### src/ads_params.svh
// Register map, field positions, reset values and timing of the converter sequencer.
`ifndef ADS_PARAMS_SVH
`define ADS_PARAMS_SVH

// ---------------------------------------------------------------
// Register byte offsets
// ---------------------------------------------------------------
`define ADS_OFF_CTRL      8'h00
`define ADS_OFF_RESULT    8'h04
`define ADS_OFF_INJ       8'h08
`define ADS_OFF_STATUS    8'h0C
`define ADS_OFF_IRQ_STAT  8'h10
`define ADS_OFF_IRQ_MASK  8'h14
`define ADS_OFF_DIGIN     8'h18

// ---------------------------------------------------------------
// Control register fields
// ---------------------------------------------------------------
`define ADS_F_MODE   1:0
`define ADS_F_CHAN   5:2
`define ADS_B_START  6
`define ADS_B_PROT   7
`define ADS_B_WFR    8
`define ADS_F_CTC    10:9
`define ADS_F_STC    12:11
`define ADS_B_INJ    13
`define ADS_F_INJCH  17:14
`define ADS_CTRL_RST   32'h0000_0000
`define ADS_CTRL_STORE 32'h0003_DFBF

// ---------------------------------------------------------------
// Interrupt status bits and reset values
// ---------------------------------------------------------------
`define ADS_I_DONE 0
`define ADS_I_OVR  1
`define ADS_I_INJ  2
`define ADS_IRQ_RST 3'h0

// ---------------------------------------------------------------
// Timing
// ---------------------------------------------------------------
`define ADS_CLK_NS     5
`define ADS_TCL_NS     20
`define ADS_TCL_CLKS   (`ADS_TCL_NS / `ADS_CLK_NS)
`define ADS_TCC_X24    24
`define ADS_TCC_X96    96
`define ADS_TCC_X48    48
`define ADS_CONV_TCC   14
`define ADS_SAMP_TSC   2
`define ADS_XFER_TCL   4
`define ADS_CAL_TCC    4
`define ADS_RCAL_NS    1600000
`define ADS_RCAL_CYCLES ((`ADS_RCAL_NS + `ADS_CLK_NS - 1) / `ADS_CLK_NS)

`endif

### src/ads_pkg.sv
// Types shared by the converter sequencer.
package ads_pkg;

  // ---------------------------------------------------------------
  // Sequencer states, one-hot
  // ---------------------------------------------------------------
  typedef enum logic [4:0] {
    S_IDLE   = 5'h01,
    S_SAMPLE = 5'h02,
    S_CONV   = 5'h04,
    S_XFER   = 5'h08,
    S_CAL    = 5'h10
  } ads_state_type;

  // ---------------------------------------------------------------
  // Conversion modes
  // ---------------------------------------------------------------
  typedef enum logic [1:0] {
    M_SINGLE      = 2'h0,
    M_SINGLE_CONT = 2'h1,
    M_SCAN        = 2'h2,
    M_SCAN_CONT   = 2'h3
  } ads_mode_type;

endpackage : ads_pkg

### src/ads_sequencer.sv
// Converter sequencer: Wishbone registers, conversion timing, modes and calibration.
`timescale 1ns/100ps
`include "ads_params.svh"
module ads_sequencer #(
  parameter int RST_CAL_CYCLES = `ADS_RCAL_CYCLES,  // Reset calibration length in clocks.
  parameter int RCW            = $clog2(RST_CAL_CYCLES + 1)
) (
  // Clock and reset.
  input  wire logic        clk,
  input  wire logic        rst_b,
  // Wishbone slave.
  input  wire logic [7:0]  wb_adr_i,
  input  wire logic [31:0] wb_dat_i,
  input  wire logic [3:0]  wb_sel_i,
  input  wire logic        wb_we_i,
  input  wire logic        wb_cyc_i,
  input  wire logic        wb_stb_i,
  output logic      [31:0] wb_dat_o,
  output logic             wb_ack_o,
  // Interrupt and status.
  output logic             irq,
  output logic             converter_busy_flag,
  // Analog multiplexer and converter core.
  output logic      [3:0]  core_channel,
  output logic             core_sample,
  output logic             core_convert,
  output logic             core_calibrate,
  input  wire logic [9:0]  core_result,
  // Analog pins seen as digital levels.
  input  wire logic [15:0] ain_pin
);

  // ---------------------------------------------------------------
  // Helper functions
  // ---------------------------------------------------------------

  // Merge write data into a word under the byte enables.
  function automatic logic [31:0] ads_merge(logic [31:0] old, logic [31:0] din, logic [3:0] sel);
    logic [31:0] r;
    r = old;
    for (int i = 0; i < 4; i++) begin
      if (sel[i]) begin
        r[i*8 +: 8] = din[i*8 +: 8];
      end
    end
    return r;
  endfunction : ads_merge

  // Conversion clock period in system clocks; reserved code 01 falls back to 24 phases.
  function automatic logic [15:0] ads_tcc(logic [1:0] ctc);
    unique case (ctc)
      2'h2:    return 16'(`ADS_TCC_X96 * `ADS_TCL_CLKS);
      2'h3:    return 16'(`ADS_TCC_X48 * `ADS_TCL_CLKS);
      default: return 16'(`ADS_TCC_X24 * `ADS_TCL_CLKS);
    endcase
  endfunction : ads_tcc

  // Length in system clocks of one sequencer phase.
  function automatic logic [15:0] ads_len(ads_pkg::ads_state_type st, logic [1:0] ctc, logic [1:0] stc);
    logic [15:0] conversion_clock_period;
    conversion_clock_period = ads_tcc(ctc);
    unique case (st)
      ads_pkg::S_SAMPLE: return 16'(`ADS_SAMP_TSC * (conversion_clock_period << stc));
      ads_pkg::S_CONV:   return 16'(`ADS_CONV_TCC * conversion_clock_period);
      ads_pkg::S_XFER:   return 16'(`ADS_XFER_TCL * `ADS_TCL_CLKS);
      default:           return 16'(`ADS_CAL_TCC * conversion_clock_period);
    endcase
  endfunction : ads_len

  // Inputs claimed by the converter in the current mode.
  function automatic logic [15:0] ads_used(logic [1:0] mode, logic [3:0] ch);
    logic [15:0] one;
    one = 16'h0001 << ch;
    return mode[1] ? ((one << 1) - 16'h0001) : one;
  endfunction : ads_used

  // ---------------------------------------------------------------
  // State
  // ---------------------------------------------------------------
  ads_pkg::ads_state_type state, next_state;   // Sequencer phase.
  logic [31:0]    ctl, next_ctl;               // Control word.
  logic [15:0]    cnt, next_cnt;               // Phase down-counter.
  logic [15:0]    lcnt, next_lcnt;             // Conversion length, checked below.
  logic [RCW-1:0] rcal, next_rcal;             // Reset calibration remaining.
  logic [3:0]     ptr, next_ptr;               // Scan pointer.
  logic [3:0]     chan, next_chan;             // Channel under conversion.
  logic           run, next_run;               // Sequence active.
  logic           inj_pend, next_inj_pend;     // Injection requested.
  logic           inj_act, next_inj_act;       // Injection in flight.
  logic           unread, next_unread;         // Result not yet read.
  logic           parked, next_parked;         // Result waiting in temporary buffer.
  logic [13:0]    res, next_res;               // Channel and value.
  logic [13:0]    tmp, next_tmp;               // Temporary buffer.
  logic [13:0]    ires, next_ires;             // Injected result.
  logic [2:0]     ist, next_ist;               // Sticky interrupt status.
  logic [2:0]     imask, next_imask;           // Interrupt mask.
  logic [31:0]    next_dat;                    // Read data.
  logic           next_ack;                    // Bus acknowledge.
  logic           next_irq;                    // Interrupt output.
  logic           next_busy;                   // Busy output.
  logic           next_cal;                    // Calibrate output.
  logic [15:0]    pin_s1, pin_s2;              // Pin synchroniser.

  // Combinational helpers.
  logic        bus_req;
  logic        wr;
  logic        rd;
  logic [7:0]  addr;
  logic [31:0] merged;
  logic [2:0]  iset;
  logic [2:0]  iclr;
  logic        cont;
  logic        unread_eff;

  assign core_sample  = state[1];
  assign core_convert = state[2];
  assign core_channel = chan;

  // ---------------------------------------------------------------
  // Next-state logic
  // ---------------------------------------------------------------
  // Bus, registers and sequencer share one process because reads of the
  // result register steer the sequencer in the same cycle.
  always_comb begin
    next_state = state;
    next_ctl = ctl;
    next_cnt = cnt;
    next_rcal = rcal;
    next_ptr = ptr;
    next_chan = chan;
    next_run = run;
    next_inj_pend = inj_pend;
    next_inj_act = inj_act;
    next_unread = unread;
    next_parked = parked;
    next_res = res;
    next_tmp = tmp;
    next_ires = ires;
    next_imask = imask;
    next_lcnt = 16'h0000;
    iset = 3'h0;
    iclr = 3'h0;
    bus_req = wb_cyc_i & wb_stb_i & ~wb_ack_o;
    wr = bus_req & wb_we_i;
    rd = bus_req & ~wb_we_i;
    addr = {wb_adr_i[7:2], 2'h0};
    merged = ads_merge(ctl, wb_dat_i, wb_sel_i);
    cont = ctl[0];
    next_ack = bus_req;
    // Read data; unmapped addresses read as zero.
    unique case (addr)
      `ADS_OFF_CTRL:     next_dat = ctl;
      `ADS_OFF_RESULT:   next_dat = {16'h0, res[13:10], 2'h0, res[9:0]};
      `ADS_OFF_INJ:      next_dat = {16'h0, ires[13:10], 2'h0, ires[9:0]};
      `ADS_OFF_STATUS:   next_dat = {27'h0, inj_pend, parked, unread, (rcal != '0), converter_busy_flag};
      `ADS_OFF_IRQ_STAT: next_dat = {29'h0, ist};
      `ADS_OFF_IRQ_MASK: next_dat = {29'h0, imask};
      `ADS_OFF_DIGIN:    next_dat = {16'h0, pin_s2 & ~ads_used(ctl[`ADS_F_MODE], ctl[`ADS_F_CHAN])};
      default:           next_dat = 32'h0;
    endcase
    if (!rd) begin
      next_dat = wb_dat_o;
    end
    // Register writes; start and inject bits act once and are not stored.
    if (wr && addr == `ADS_OFF_CTRL) begin
      next_ctl = merged & `ADS_CTRL_STORE;
      if (merged[`ADS_B_START]) begin
        next_run = 1'b1;
        next_ptr = merged[`ADS_F_CHAN];
      end
      if (merged[`ADS_B_INJ] && run && cont) begin
        next_inj_pend = 1'b1;
      end
    end
    if (wr && addr == `ADS_OFF_IRQ_STAT) begin
      iclr = wb_sel_i[0] ? wb_dat_i[2:0] : 3'h0;
    end
    if (wr && addr == `ADS_OFF_IRQ_MASK && wb_sel_i[0]) begin
      next_imask = wb_dat_i[2:0];
    end
    // A read of the result frees it, and releases a parked result.
    unread_eff = unread;
    if (rd && addr == `ADS_OFF_RESULT) begin
      unread_eff = 1'b0;
      next_unread = 1'b0;
      if (parked) begin
        next_res = tmp;
        next_unread = 1'b1;
        next_parked = 1'b0;
      end
    end
    // Phase counter.
    if (cnt != 16'h0) begin
      next_cnt = cnt - 16'h0001;
    end
    unique case (state)
      ads_pkg::S_IDLE: begin
        // Calibration only counts while idle, so conversions stretch it.
        if (rcal != '0) begin
          next_rcal = rcal - 1'b1;
        end
        if (inj_pend) begin
          next_inj_act = 1'b1;
          next_chan = ctl[`ADS_F_INJCH];
          next_state = ads_pkg::S_SAMPLE;
        end else if (run && !parked && !(ctl[`ADS_B_PROT] && unread_eff)) begin
          next_chan = ctl[1] ? ptr : ctl[`ADS_F_CHAN];
          next_state = ads_pkg::S_SAMPLE;
        end
        next_cnt = ads_len(ads_pkg::S_SAMPLE, ctl[`ADS_F_CTC], ctl[`ADS_F_STC]) - 16'h0001;
      end
      ads_pkg::S_SAMPLE: begin
        next_lcnt = lcnt + 16'h0001;
        if (cnt == 16'h0) begin
          next_state = ads_pkg::S_CONV;
          next_cnt = ads_len(ads_pkg::S_CONV, ctl[`ADS_F_CTC], ctl[`ADS_F_STC]) - 16'h0001;
        end
      end
      ads_pkg::S_CONV: begin
        next_lcnt = lcnt + 16'h0001;
        if (cnt == 16'h0) begin
          next_state = ads_pkg::S_XFER;
          next_cnt = ads_len(ads_pkg::S_XFER, ctl[`ADS_F_CTC], ctl[`ADS_F_STC]) - 16'h0001;
        end
      end
      ads_pkg::S_XFER: begin
        next_lcnt = lcnt + 16'h0001;
        if (cnt == 16'h0) begin
          next_state = ads_pkg::S_CAL;
          next_cnt = ads_len(ads_pkg::S_CAL, ctl[`ADS_F_CTC], ctl[`ADS_F_STC]) - 16'h0001;
          if (inj_act) begin
            next_ires = {chan, core_result};
            next_inj_act = 1'b0;
            next_inj_pend = 1'b0;
            iset[`ADS_I_INJ] = 1'b1;
          end else begin
            iset[`ADS_I_DONE] = 1'b1;
            if (unread_eff && ctl[`ADS_B_WFR] && cont) begin
              next_tmp = {chan, core_result};
              next_parked = 1'b1;
            end else begin
              iset[`ADS_I_OVR] = unread_eff;
              next_res = {chan, core_result};
              next_unread = 1'b1;
            end
            // Advance the sequence after each stored result.
            unique case (ctl[`ADS_F_MODE])
              ads_pkg::M_SINGLE:      next_run = 1'b0;
              ads_pkg::M_SINGLE_CONT: next_run = 1'b1;
              ads_pkg::M_SCAN: begin
                next_run = (ptr != 4'h0);
                next_ptr = ptr - 4'h1;
              end
              ads_pkg::M_SCAN_CONT: begin
                next_ptr = (ptr == 4'h0) ? ctl[`ADS_F_CHAN] : ptr - 4'h1;
              end
            endcase
          end
        end
      end
      ads_pkg::S_CAL: begin
        if (cnt == 16'h0) begin
          next_state = ads_pkg::S_IDLE;
        end
      end
    endcase
    // Set wins over a clear in the same cycle.
    next_ist = (ist & ~iclr) | iset;
    next_irq = |(next_ist & next_imask);
    next_busy = (next_state != ads_pkg::S_IDLE) || (next_rcal != '0) || next_run || next_inj_pend;
    // Reset calibration pauses while a conversion runs, so the core is free to sample.
    next_cal = (next_state == ads_pkg::S_CAL) || ((next_rcal != '0) && (next_state == ads_pkg::S_IDLE));
  end

  // ---------------------------------------------------------------
  // Registers
  // ---------------------------------------------------------------
  // Synchronous reset; the reset calibration starts from its full length.
  always_ff @(posedge clk) begin
    pin_s1 <= ain_pin;
    pin_s2 <= pin_s1;
    if (!rst_b) begin
      state <= ads_pkg::S_IDLE;
      ctl <= `ADS_CTRL_RST;
      cnt <= 16'h0;
      lcnt <= 16'h0;
      rcal <= RCW'(RST_CAL_CYCLES);
      ptr <= 4'h0;
      chan <= 4'h0;
      run <= 1'b0;
      inj_pend <= 1'b0;
      inj_act <= 1'b0;
      unread <= 1'b0;
      parked <= 1'b0;
      res <= 14'h0;
      tmp <= 14'h0;
      ires <= 14'h0;
      ist <= `ADS_IRQ_RST;
      imask <= `ADS_IRQ_RST;
      wb_dat_o <= 32'h0;
      wb_ack_o <= 1'b0;
      irq <= 1'b0;
      converter_busy_flag <= 1'b1;
      core_calibrate <= 1'b1;
    end else begin
      state <= next_state;
      ctl <= next_ctl;
      cnt <= next_cnt;
      lcnt <= next_lcnt;
      rcal <= next_rcal;
      ptr <= next_ptr;
      chan <= next_chan;
      run <= next_run;
      inj_pend <= next_inj_pend;
      inj_act <= next_inj_act;
      unread <= next_unread;
      parked <= next_parked;
      res <= next_res;
      tmp <= next_tmp;
      ires <= next_ires;
      ist <= next_ist;
      imask <= next_imask;
      wb_dat_o <= next_dat;
      wb_ack_o <= next_ack;
      irq <= next_irq;
      converter_busy_flag <= next_busy;
      core_calibrate <= next_cal;
    end
  end

  logic xfer_end;
  assign xfer_end = (state == ads_pkg::S_XFER) && (cnt == 16'h0);
endmodule : ads_sequencer

### config.mk
export PLATFORM = sky130hd
export DESIGN_NAME = ads_sequencer
export DESIGN_NICKNAME = d
export VERILOG_FILES = /design/src/ads_pkg.sv /design/src/ads_sequencer.sv
export VERILOG_INCLUDE_DIRS = /design/src
export SDC_FILE = /design/constraint.sdc
export NUM_CORES = 1
export LEC_CHECK = 0
export BUFFER_PORTS_ARGS = -buffer_cell sky130_fd_sc_hd__buf_2
export CORE_MARGIN = 2
export CORE_UTILIZATION = 35
export CTS_CLUSTER_DIAMETER = 150
export DETAILED_ROUTE_END_ITERATION = 10
export GPL_TIMING_DRIVEN = 1
export MAX_ROUTING_LAYER = met4
export PLACE_DENSITY_LB_ADDON = 0.3
export RECOVER_POWER = 100
export SYNTH_ARGS = -nofsm -noshare
export SYNTH_HDL_FRONTEND = slang
export SYNTH_SLANG_ARGS = --single-unit
### constraint.sdc
create_clock -name clk -period 2.9 [get_ports clk]
set_input_delay 0.29 -clock clk [delete_from_list [all_inputs] [get_ports clk]]
set_output_delay 0.29 -clock clk [all_outputs]
set_load 0.01 [all_outputs]
==> metrics.md, run 1 <==
| Metric | Value |
|---|---|
| Unrepaired setup endpoints after global routing | false |
| Sequential fraction of the synthesis area | about two fifths |
| FF+latch count, synth | 171 |
| Vias in the first global route | 7226 |
| Setup-failing EPs final | 0 |
| DR pass1 iterations | 5 |
| Global-route usage over all layers | 19.7% |
| R2R Setup Slk | 0.16 ns |
| I/O Buffers | between 80 and 90 |
| Post-Syn Area | 8460 um2 |
| Pwr dens | 553 nW/um2 |
| Max H-tree Level | 4 |
| Core area | 23600 um2 |
| Layout cells sized above 1 | between 10% and 20% |
| Slew of the pin with the lowest slew margin | 1.40 ns |
| Post-synth ARST share | 0% |
| Startpoint Class | flip-flop |
| Die area | 25400 um2 |
| CTS Sinks | 171 |
| Setup TNS | 0 ns |
| Max-capacitance violation count | 0 |
| Synth top cells by count | dfxtp_1, nand2_1, nor2_1 |
| Die extent in y | 159 um |
| # DRC | 0 |
| Final wirelength | 24200 um |
| TritonCTS clock tree | yes |
| Final hold vios | 0 |
| Required arrival time at the worst endpoint | 3.15 ns |
| Static leakage | 3.73 nW |
| First-pass GRT wire length | 38800 um |
| Clock-pin slew on the worst setup and hold paths | 0.07 ns |
| Top FF cell, synth | dfxtp_1 |
| Num CTS Buffers | 17 |
| Row count | 56 |
| Max VDD drop | between 0.0002 and 0.0003 V |
| Dpl hpwl | ~17000 um |
| Period minus WS final | 2.74 ns |
| Largest net degree at the start of global routing | 68 |
| Avg Cell Area, Syn | 8.17 um2 |
| Initial antenna violation count | 0 |
| Routed vias | 7640 |
| Relative slew slack | 6.37% |
| HP Class | in -> reg |
| Crit path max fanout | 28 |
| Critical Path Sink Type | flip-flop |
| DR iter-0 viols | 528 |
| Congestion Overflow GR | 0 |
| Leading area contributor after synthesis | dfxtp_1 |
| EDFF count, synth | 0 |
| Worst Skew | between 0.01 and 0.015 ns |
| Most frequent cell after synthesis | dfxtp_1 |
| Antenna-violating nets left | 0 |
| Via-per-instance ratio | 5.28 |
| Worst skew pair latency | 0.45 ns |
| Area added between synthesis and finish | 17.0% |
| Area contributors post-synth | dfxtp_1, nand2_1, a21oi_1 |
| Synth top area share | 40.5% |
| Initial Util | 35.8% |
| Pre-CTS setup slack | between 0.2 and 0.25 ns |
| Outcome | finished clean |
| YS warnings | 0 |
| Cells after synthesis | between 1000 and 1500 |
| Final net count | ~1200 |
| Fin worst setup slack | 0.156 ns |
| DP Area | between 9000 and 10000 um2 |
| I/O pins | 117 |
| CP arrival | 2.99 ns |
| Tot Pwr | 0.00547 W |
| Clock buffer depth | 2 |
| Final Cycle Share | 94.6% |
| FMAX | 364 MHz |
| RePlAce Congestion | 0.918 |
| Ant. Diodes | 0 |
| Unique masters post-synth | 82 |
| Width of the die | 159 um |
| Avg WL per Cell | approximately 17 um |
| Slew Viols, Final | 0 |
| Worst Setup Path Type | reg -> reg |
| CTS root buffer | clkbuf_16 |
| Design area | 9900 um2 |
==> critical path, stage by stage, from the launching register on <==
cell,delay [ns]
dfxtp_1,0.37
nor4_2,0.42
and4bb_1,0.34
nor4b_2,0.57
nand2_1,0.14
clkbuf_2,0.39
nor2_1,0.24
a211oi_1,0.08
==> cell usage in the layout, fill, tap and decap left out, types with 6 or more instances in the layout <==
cell / netlist / routed
and2_1: 8 / 7
nand2b_1: 9 / 9
nor2b_1: 10 / 10
nor4_1: 11 / 11
ha_1: 8 / 8
nor2_1: 101 / 101
and3_1: 7 / 7
nand3_1: 41 / 41
mux2i_1: 39 / 39
a22oi_1: 15 / 15
nor3_1: 20 / 20
dlygate4sd3_1: 0 / 16
buf_2: 10 / 58
nand2_1: 148 / 148
clkbuf_16: 0 / 17
a211oi_1: 20 / 20
nand3b_1: 9 / 9
or3_1: 11 / 11
a21oi_1: 98 / 99
xnor2_1: 16 / 16
inv_1: 17 / 16
o22ai_1: 7 / 7
xor2_1: 14 / 14
o21ai_0: 47 / 47
clkbuf_1: 55 / 32
nand4_1: 6 / 6
conb_1: 1 / 14
dfxtp_1: 171 / 171
buf_4: 18 / 29
==> power breakdown <==
group	leakage (nW)	total [W]	switching [W]	internal [W]
sequential	1.40	0.00252	0.0000903	0.00243
combinational	2.03	0.000568	0.000316	0.000252
clock	0.300	0.00238	0.00113	0.00125
==> through the flow <==
stage	cells	hold slack [ns]	util, %
2_1_floorplan	1048	0.310	-
3_3_place_gp	1399	0.311	38.8
3_5_place_dp	1399	0.312	38.8
4_1_cts	1447	0.0863	42.1
5_1_grt	1448	0.0958	41.9
6_report	1448	0.0944	41.9
==> per-layer routing <==
| metal | GRT usage, % | wire (um) | vias to the layer above |
|---|---|---|---|
| met5 | - | 0 | - |
| met4 | 6.78 | 528 | 0 |
| met3 | 3.28 | 1440 | 28 |
| met2 | 30.2 | 11100 | 228 |
| met1 | 26.2 | 11100 | 3579 |
| li1 | - | - | 3805 |
==> final timing paths <==
kind / from / endpoint / cells past startpoint
setup / recovery: cnt[7]$_SDFF_PN0_ / res[0]$_SDFF_PN0_ / 7
hold / removal: wb_dat_i[17] / ctl[17]$_SDFFE_PN0P_ / 3
setup reg to reg: cnt[7]$_SDFF_PN0_ / res[0]$_SDFF_PN0_ / 7
hold reg to reg: pin_s1[1]$_DFF_P_ / pin_s2[1]$_DFF_P_ / 0
==> timing repair <==
action                                  CTS  global route
endpoints found under the setup margin    0             2
buffers inserted                          0             1
gates resized for setup                   0             2
endpoints found under the hold margin    16             0
hold buffers                             16             0
==> flip-flops by register name, summed over array words and instances (netlist names), 3 cells and up <==
signal / flops
pin_s2: 16
rcal: 19
tmp: 14
res: 14
pin_s1: 16
ptr: 4
wb_dat_o: 18
ist: 3
state: 5
ctl: 16
core_channel: 4
imask: 3
cnt: 16
ires: 14
==> layout make-up <==
class	count	area, um2
fill	2471	13700
multi-input combinational	769	4570
sequential	171	3420
timing repair buffer	140	816
clock buffer	17	425
tap	319	399
clock inverter	15	199
inverter	17	65.1
==> cells by family after synthesis <==
kind of cell | count (synthesis) | share of synthesized area (%)
AOI/OAI and AO/OA | 254 | 19.1
buffers and inverters | 108 | 6.11
other | 1 | 0.0443
xor gates and xnor gates | 30 | 3.11
adders and majority gates | 8 | 1.18
and+or+nand+nor | 418 | 24.3
muxes | 45 | 5.68
DFF | 171 | 40.5
(Power assumes the default switching activity.)
==> inputs of run 2 (changes only) <==
BUFFER_PORTS_ARGS = -buffer_cell sky130_fd_sc_hd__buf_4   (was -buffer_cell sky130_fd_sc_hd__buf_2)
==> metrics.md, run 2 (synthesis gave the netlist of run 1 again) <==
| Metric | Value |
|---|---|
| CP peak stage delay | 0.66 ns (+0.09 ns) |
| WHS | 0.109 ns (+0.0149 ns) |
| Cell seen most often among critical-path stages | nand4_1 |
| Cell class contributing the biggest share of worst-path delay | simple AND/OR/NAND/NOR gates |
| Area added between synthesis and finish | 18.4% |
| Layout cells sized above 1 | 13.2% (+0.065 points) |
| Multi-input logic area | 4560 um2 (-0.16%) |
| Relative slew slack | 35.3% (+29 points) |
| Crit path max-delay cell type | or4b_2 |
| Worst skew pair latency | 0.44 ns (about the same) |
| Outcome | finished clean |
| Congestion Overflow GR | 0 (unchanged) |
| Required arrival time at the worst endpoint | 3.22 ns (+0.07 ns) |
| Dpl cells | 1401 (+0.14%) |
| I/O Buffers | 85 (unchanged) |
| Num CTS Buffers | 17 (unchanged) |
| # DRC | 0 (unchanged) |
| Die area | 25400 um2 (unchanged) |
| DP Area | 9410 um2 (+2.6%) |
| Via-per-instance ratio | 5.38 (+2.0%) |
| Max H-tree Level | 4 (unchanged) |
| Core area | 23600 um2 (unchanged) |
| Global-route usage over all layers | 19.7% (about the same) |
| Antenna-violating nets left | 0 (unchanged) |
| Fin cells | 1450 (+0.14%) |
| Width of the die | 159 um (unchanged) |
| Pwr dens | 536 nW/um2 (-3.1%) |
| RePlAce Congestion | 0.906 (-1.2%) |
| Period minus WS final | 2.65 ns (-0.0919 ns) |
| Vias in the first global route | 7076 (-2.1%) |
| CP arrival | 2.97 ns (-0.02 ns) |
| Worst Skew | 0.0112 ns (-0.00250 ns) |
| Dpl hpwl | 17300 um (+0.59%) |
| Row count | 56 (unchanged) |
| Crit path cell chain | inv_1 > ha_1 > or4b_2 > nor2_1 > and4_1 > xnor2_1 > nand4_1 > nor4_2 > nand4_1 |
| Final hold vios | 0 (unchanged) |
| Number of flip-flops in the largest register | 19 (unchanged) |
| DR iter-0 viols | 611 (+16%) |
| Max-capacitance violation count | 0 (unchanged) |
| Startpoint Class | flip-flop |
| Crit path max fanout | 5 (-82%) |
| Final wirelength | 24400 um (+0.93%) |
| Final Cycle Share | 91.5% (-3.2 points) |
| Clock-pin slew on the worst setup and hold paths | 0.07 ns (about the same) |
| Most frequent cells in the layout | dfxtp_1, nand2_1, nor2_1, a21oi_1, buf_4 |
| Critical Path Sink Type | flip-flop |
| HP Class | in -> reg |
| Ant. Diodes | 0 (unchanged) |
| Reg area | 3420 um2 (unchanged) |
| Setup-failing EPs final | 0 (unchanged) |
| Initial Util | 35.8% (unchanged) |
| Buf/Inv on CP | 1 (unchanged) |
| FMAX | 377 MHz (+3.5%) |
| CTS Sinks | 171 (unchanged) |
| CTS root buffer | clkbuf_16 |
| Worst Setup Path Type | reg -> reg |
| Clock buffer depth | 2 (unchanged) |
| Static leakage | 3.76 nW (+0.99%) |
| Design area | 10000 um2 (+1.2%) |
| Largest regs | rcal: 19 flops, wb_dat_o: 18 flops |
| Initial antenna violation count | 0 (unchanged) |
| TritonCTS clock tree | yes |
| Largest net degree at the start of global routing | 51 (-25%) |
| First-pass GRT wire length | 38800 um (+0.23%) |
| Max VDD drop | 0.000371 V (+25%) |
| Final net count | 1201 (+0.17%) |
| # fillers | 2409 (-2.5%) |
| Slew Viols, Final | 0 (unchanged) |
| Most common cell after layout, fill and taps aside | dfxtp_1 |
| DR pass1 iterations | 5 (unchanged) |
| I/O pins | 117 (unchanged) |
| Routed vias | 7802 (+2.1%) |
| Die extent in y | 159 um (unchanged) |
| Avg WL per Cell | 16.8 um (+0.80%) |
| Top reg by flops | rcal |
| Slew of the pin with the lowest slew margin | 0.965 ns (-0.439 ns) |
run 2: changes by cell type in the layout (fill, tap and decap cells not counted), moves of 2 or more:
| cell | delta |
|---|---|
| buf_2 | -58 |
| clkinv_8 | -2 |
| clkbuf_4 | +15 |
| clkbuf_2 | -4 |
| buf_4 | +49 |
run 2: area by class of cell:
| class | count | share of cell area [%] |
|---|---|---|
| flip-flops and latches | 171 | 34.2 |
| inverters | 17 | 0.649 |
| multi-input cells | 769 | 45.5 |
| clock inverters | 14 | 1.55 |
| well taps | 319 | 3.98 |
| clock buffers | 18 | 4.28 |
| repair buffers | 142 | 9.84 |
run 2: path summary, 6_finish.rpt:
path | start | end | slack (ns) | cells past startpoint
hold / removal | wb_dat_i[16] | ctl[16]$_SDFFE_PN0P_ | 0.11 | 3
hold reg to reg | pin_s1[0]$_DFF_P_ | pin_s2[0]$_DFF_P_ | 0.33 | 0
setup reg to reg | rcal[1]$_SDFF_PN0_ | converter_busy_flag$_SDFF_PN1_ | 0.25 | 9
setup / recovery | rcal[1]$_SDFF_PN0_ | converter_busy_flag$_SDFF_PN1_ | 0.25 | 9
run 2: power breakdown:
| group | internal, W | switching (W) | leakage (nW) |
|---|---|---|---|
| combinational | 0.000272 | 0.000315 | 2.09 |
| clock | 0.00115 | 0.00111 | 0.279 |
| sequential | 0.00243 | 0.0000925 | 1.40 |
| total | 0.00385 | 0.00151 | 3.76 |
run 2: worst min-delay path, stage by stage:
cell	delay (ns)
buf_4	0.11
nand3_1	0.05
a21oi_1	0.05
run 2: per-stage QoR:
stage | setup TNS, ns | utilization [%] | setup slack [ns] | total power (W)
5_1_grt | -0.00510 | 42.4 | -0.00510 | 0.00557
4_1_cts | 0 | 43.0 | 0.103 | 0.00540
6_report | 0 | 42.4 | 0.248 | 0.00537
3_5_place_dp | 0 | 39.8 | 0.135 | 0.00314
3_3_place_gp | 0 | 39.8 | 0.196 | 0.00314
2_1_floorplan | 0 | - | 0.508 | 0.00294
run 2: timing repair:
item,in CTS,in global routing
setup buffers,0,1
hold buffers,16,0
hold endpoints to repair,16,0
gates resized for setup,0,2
setup endpoints to repair,0,2
run 2: routing by layer:
layer / GRT usage [%] / vias up / share of wire (%)
met4: 4.88 / 0 / 1.7
met5: - / - / 0
met2: 30.6 / 255 / 47
li1: - / 3819 / -
met3: 2.97 / 32 / 5.1
met1: 26.9 / 3696 / 47
==> inputs of run 3 (changes only) <==
ABC_AREA = 1   (was unset)
==> metrics.md, run 3 <==
| Metric | Value |
|---|---|
| CTS Sinks | 171 (unchanged) |
| Met2 Usage GRT | 32.6% (+2.1 points) |
| Initial antenna violation count | 0 (unchanged) |
| Number of flip-flops in the largest register | 19 (unchanged) |
| Most frequent cells in the layout | nand2_1, dfxtp_1, inv_1, nor2_1, o21ai_0 |
| Crit path max-delay cell type | clkbuf_1 |
| Worst Setup Path Type | in -> reg |
| Congestion Overflow GR | 0 (unchanged) |
| Outcome | finished clean |
| Cts-stage hold buffer count | 16 (unchanged) |
| Antenna-violating nets left | 0 (unchanged) |
| P_sw | 0.00148 W (-2.4%) |
| Met1 Resource Use GR | 26.0% (-0.91 points) |
| Pwr dens | 524 nW/um2 (-2.3%) |
| Sw Share | 28.2% (about the same) |
| Synth top cells by count | nand2_1, dfxtp_1, inv_1 |
| Setup-failing EPs final | 0 (unchanged) |
| Cells after synthesis | 1231 (+19%) |
| Width of the die | 160 um (+0.60%) |
| Clk pwr share | 42.2% (about the same) |
| Setup Buffers After CTS | 0 (unchanged) |
| CTS resizes | 0 (unchanged) |
| Core area | 24200 um2 (+2.4%) |
| RePlAce Congestion | 0.905 (-0.11%) |
| Unique masters post-synth | 50 (-39%) |
| Max VDD drop | 0.000283 V (-24%) |
| Clock buffer depth | 2 (unchanged) |
| Die area | 25700 um2 (+1.2%) |
| Area added between synthesis and finish | 16.7% |
| YS warnings | 0 (unchanged) |
| Vias in the first global route | 7913 (+12%) |
| Post-Syn Area | 8560 um2 (+1.2%) |
| Layout cells sized above 1 | 10.9% (-2.3 points) |
| Largest net degree at the start of global routing | 40 (-22%) |
| Slew of the pin with the lowest slew margin | 1.25 ns (+0.284 ns) |
| Hold Path Stages | 3 (unchanged) |
| Period minus WS final | 2.57 ns (-0.0807 ns) |
| DR iter-0 viols | 536 (-12%) |
| Final hold vios | 0 (unchanged) |
| Most frequent cell after synthesis | nand2_1 |
| Startpoint Class | primary input |
| CP peak stage delay | 0.99 ns (+0.33 ns) |
| I/O Buffers | 85 (unchanged) |
| Global-route usage over all layers | 20.3% (+0.60 points) |
| Max-capacitance violation count | 0 (unchanged) |
| Post-synth ARST share | 0% (unchanged) |
| Setup TNS | 0 ns (unchanged) |
| Leading area contributor after synthesis | dfxtp_1 |
| Critical Path Sink Type | flip-flop |
| Comb pwr share | 10.6% (-0.3 points) |
| Reg2reg path depth | 12 (+3) |
| Multi-input logic area | 4260 um2 (-6.5%) |
| Layout Utilization | 41.3% (-1.1 points) |
| Synth top area share | 40.0% (-0.49 points) |
| Ant. Diodes | 0 (unchanged) |
| Initial Util | 35.4% (-0.41 points) |
| Worst skew pair latency | 0.44 ns (about the same) |
| I/O pins | 117 (unchanged) |
| Sequential Power Share | 47.2% (+0.2 points) |
| Via-per-instance ratio | 4.95 (-8.0%) |
| Unrepaired setup endpoints after global routing | false |
| Final net count | 1406 (+17%) |
| Routed vias | 8218 (+5.3%) |
| Worst Skew | 0.00860 ns (-0.00263 ns) |
| R2R Setup Slk | 0.38 ns (+0.13 ns) |
| Avg WL per Cell | 15.0 um (-11%) |
| Required arrival time at the worst endpoint | 3.16 ns (-0.06 ns) |
| EDFF count, synth | 0 (unchanged) |
| First-pass GRT wire length | 40500 um (+4.3%) |
| Met3 Use GR | 3.49% (+0.52 points) |
| Largest regs | rcal: 19 flops, wb_dat_o: 18 flops |
| # DRC | 0 (unchanged) |
| FF+latch count, synth | 171 (unchanged) |
| Crit path max fanout | 32 (+27) |
| Slew Viols, Final | 0 (unchanged) |
| DR pass1 iterations | 6 (+1) |
| Die extent in y | 160 um (+0.60%) |
| Sequential fraction of the synthesis area | 40.0% (-0.49 points) |
| Clock-pin slew on the worst setup and hold paths | 0.07 ns (about the same) |
| Final wirelength | 24900 um (+1.9%) |
| TritonCTS clock tree | yes |
| Avg Cell Area, Syn | 6.96 um2 (-15%) |
| Top reg by flops | rcal |
| Pint | 0.00375 W (-2.5%) |
| Area contributors post-synth | dfxtp_1, nand2_1, o21ai_0 |
| Static leakage | 4.27 nW (+13%) |
| Num CTS Buffers | 17 (unchanged) |
| # fillers | 2557 (+6.1%) |
| Relative slew slack | 16.8% (-19 points) |
| Most common cell after layout, fill and taps aside | nand2_1 |
| Most Crowded Layer GR | met2 |
| Row count | 57 (+1.8%) |
| Final Cycle Share | 88.7% (-2.8 points) |
| Top FF cell, synth | dfxtp_1 |
| FMAX | 389 MHz (+3.1%) |
| Crit path cell chain | clkbuf_2 > inv_1 > clkbuf_1 > o32ai_1 |
| Dpl hpwl | 18300 um (+5.9%) |
| Max H-tree Level | 4 (unchanged) |
| Reg area | 3420 um2 (unchanged) |
| CP arrival | 2.83 ns (-0.14 ns) |
| HP Class | in -> reg |
| CTS root buffer | clkbuf_16 |
[run 3: stage by stage]
step                      std cells  setup slack, ns  area [um2]  hold slack, ns  total power, W
after global routing           1660            0.160        9990           0.107         0.00545
after global placement         1612            0.628        9460           0.313         0.00306
after floorplan                1244             1.14        8610           0.310         0.00289
after detailed placement       1612            0.586        9460           0.314         0.00306
after CTS                      1660            0.663       10200           0.106         0.00528
final                          1660            0.328        9990           0.117         0.00523
[run 3: path summary, 6_finish.rpt]
kind	from	end
worst max-delay path	rst_b	cnt[14]$_SDFF_PN0_
worst min-delay path	core_result[6]	ires[6]$_SDFFE_PN0P_
worst max register to register	cnt[0]$_SDFF_PN0_	irq$_SDFF_PN0_
worst min register to register	pin_s1[10]$_DFF_P_	pin_s2[10]$_DFF_P_
[run 3: cell families after synthesis]
family,synth area share (%)
AO/OA/AOI/OAI,20.3
XOR/XNOR,1.13
adder cells (fa/ha/maj),1.17
buffers and inverters,10.2
flip-flops,40.0
other,0.0438
AND/OR/NAND/NOR,27.2
[run 3: per-layer routing]
metal  vias to the layer above  part of all wire (%)
li1                       4220                     -
met5                         -                     0
met2                       211                    46
met4                         0                   2.3
met1                      3751                    47
met3                        36                   4.5
[run 3: worst max-delay path: cells and delay by family]
family,cells,cell delay (ns)
AO/OA/AOI/OAI,1,0.21
buffers and inverters,3,2.31
[run 3: power groups by stage]
stage,combinational [W],sequential (W),clock (W)
after floorplan,0.000383,0.00251,0
after global routing,0.000635,0.00248,0.00235
after CTS,0.000565,0.00247,0.00225
final,0.000555,0.00247,0.00221
after detailed placement,0.000543,0.00252,0
after global placement,0.000538,0.00252,0
[run 3: area by class of cell]
cell class | count | share of cell area, %
Inverter | 147 | 5.57
Tap cell | 324 | 4.06
Sequential cell | 171 | 34.3
Multi-Input combinational cell | 869 | 42.7
Clock inverter | 14 | 1.25
Clock buffer | 18 | 4.29
Timing Repair Buffer | 117 | 7.90
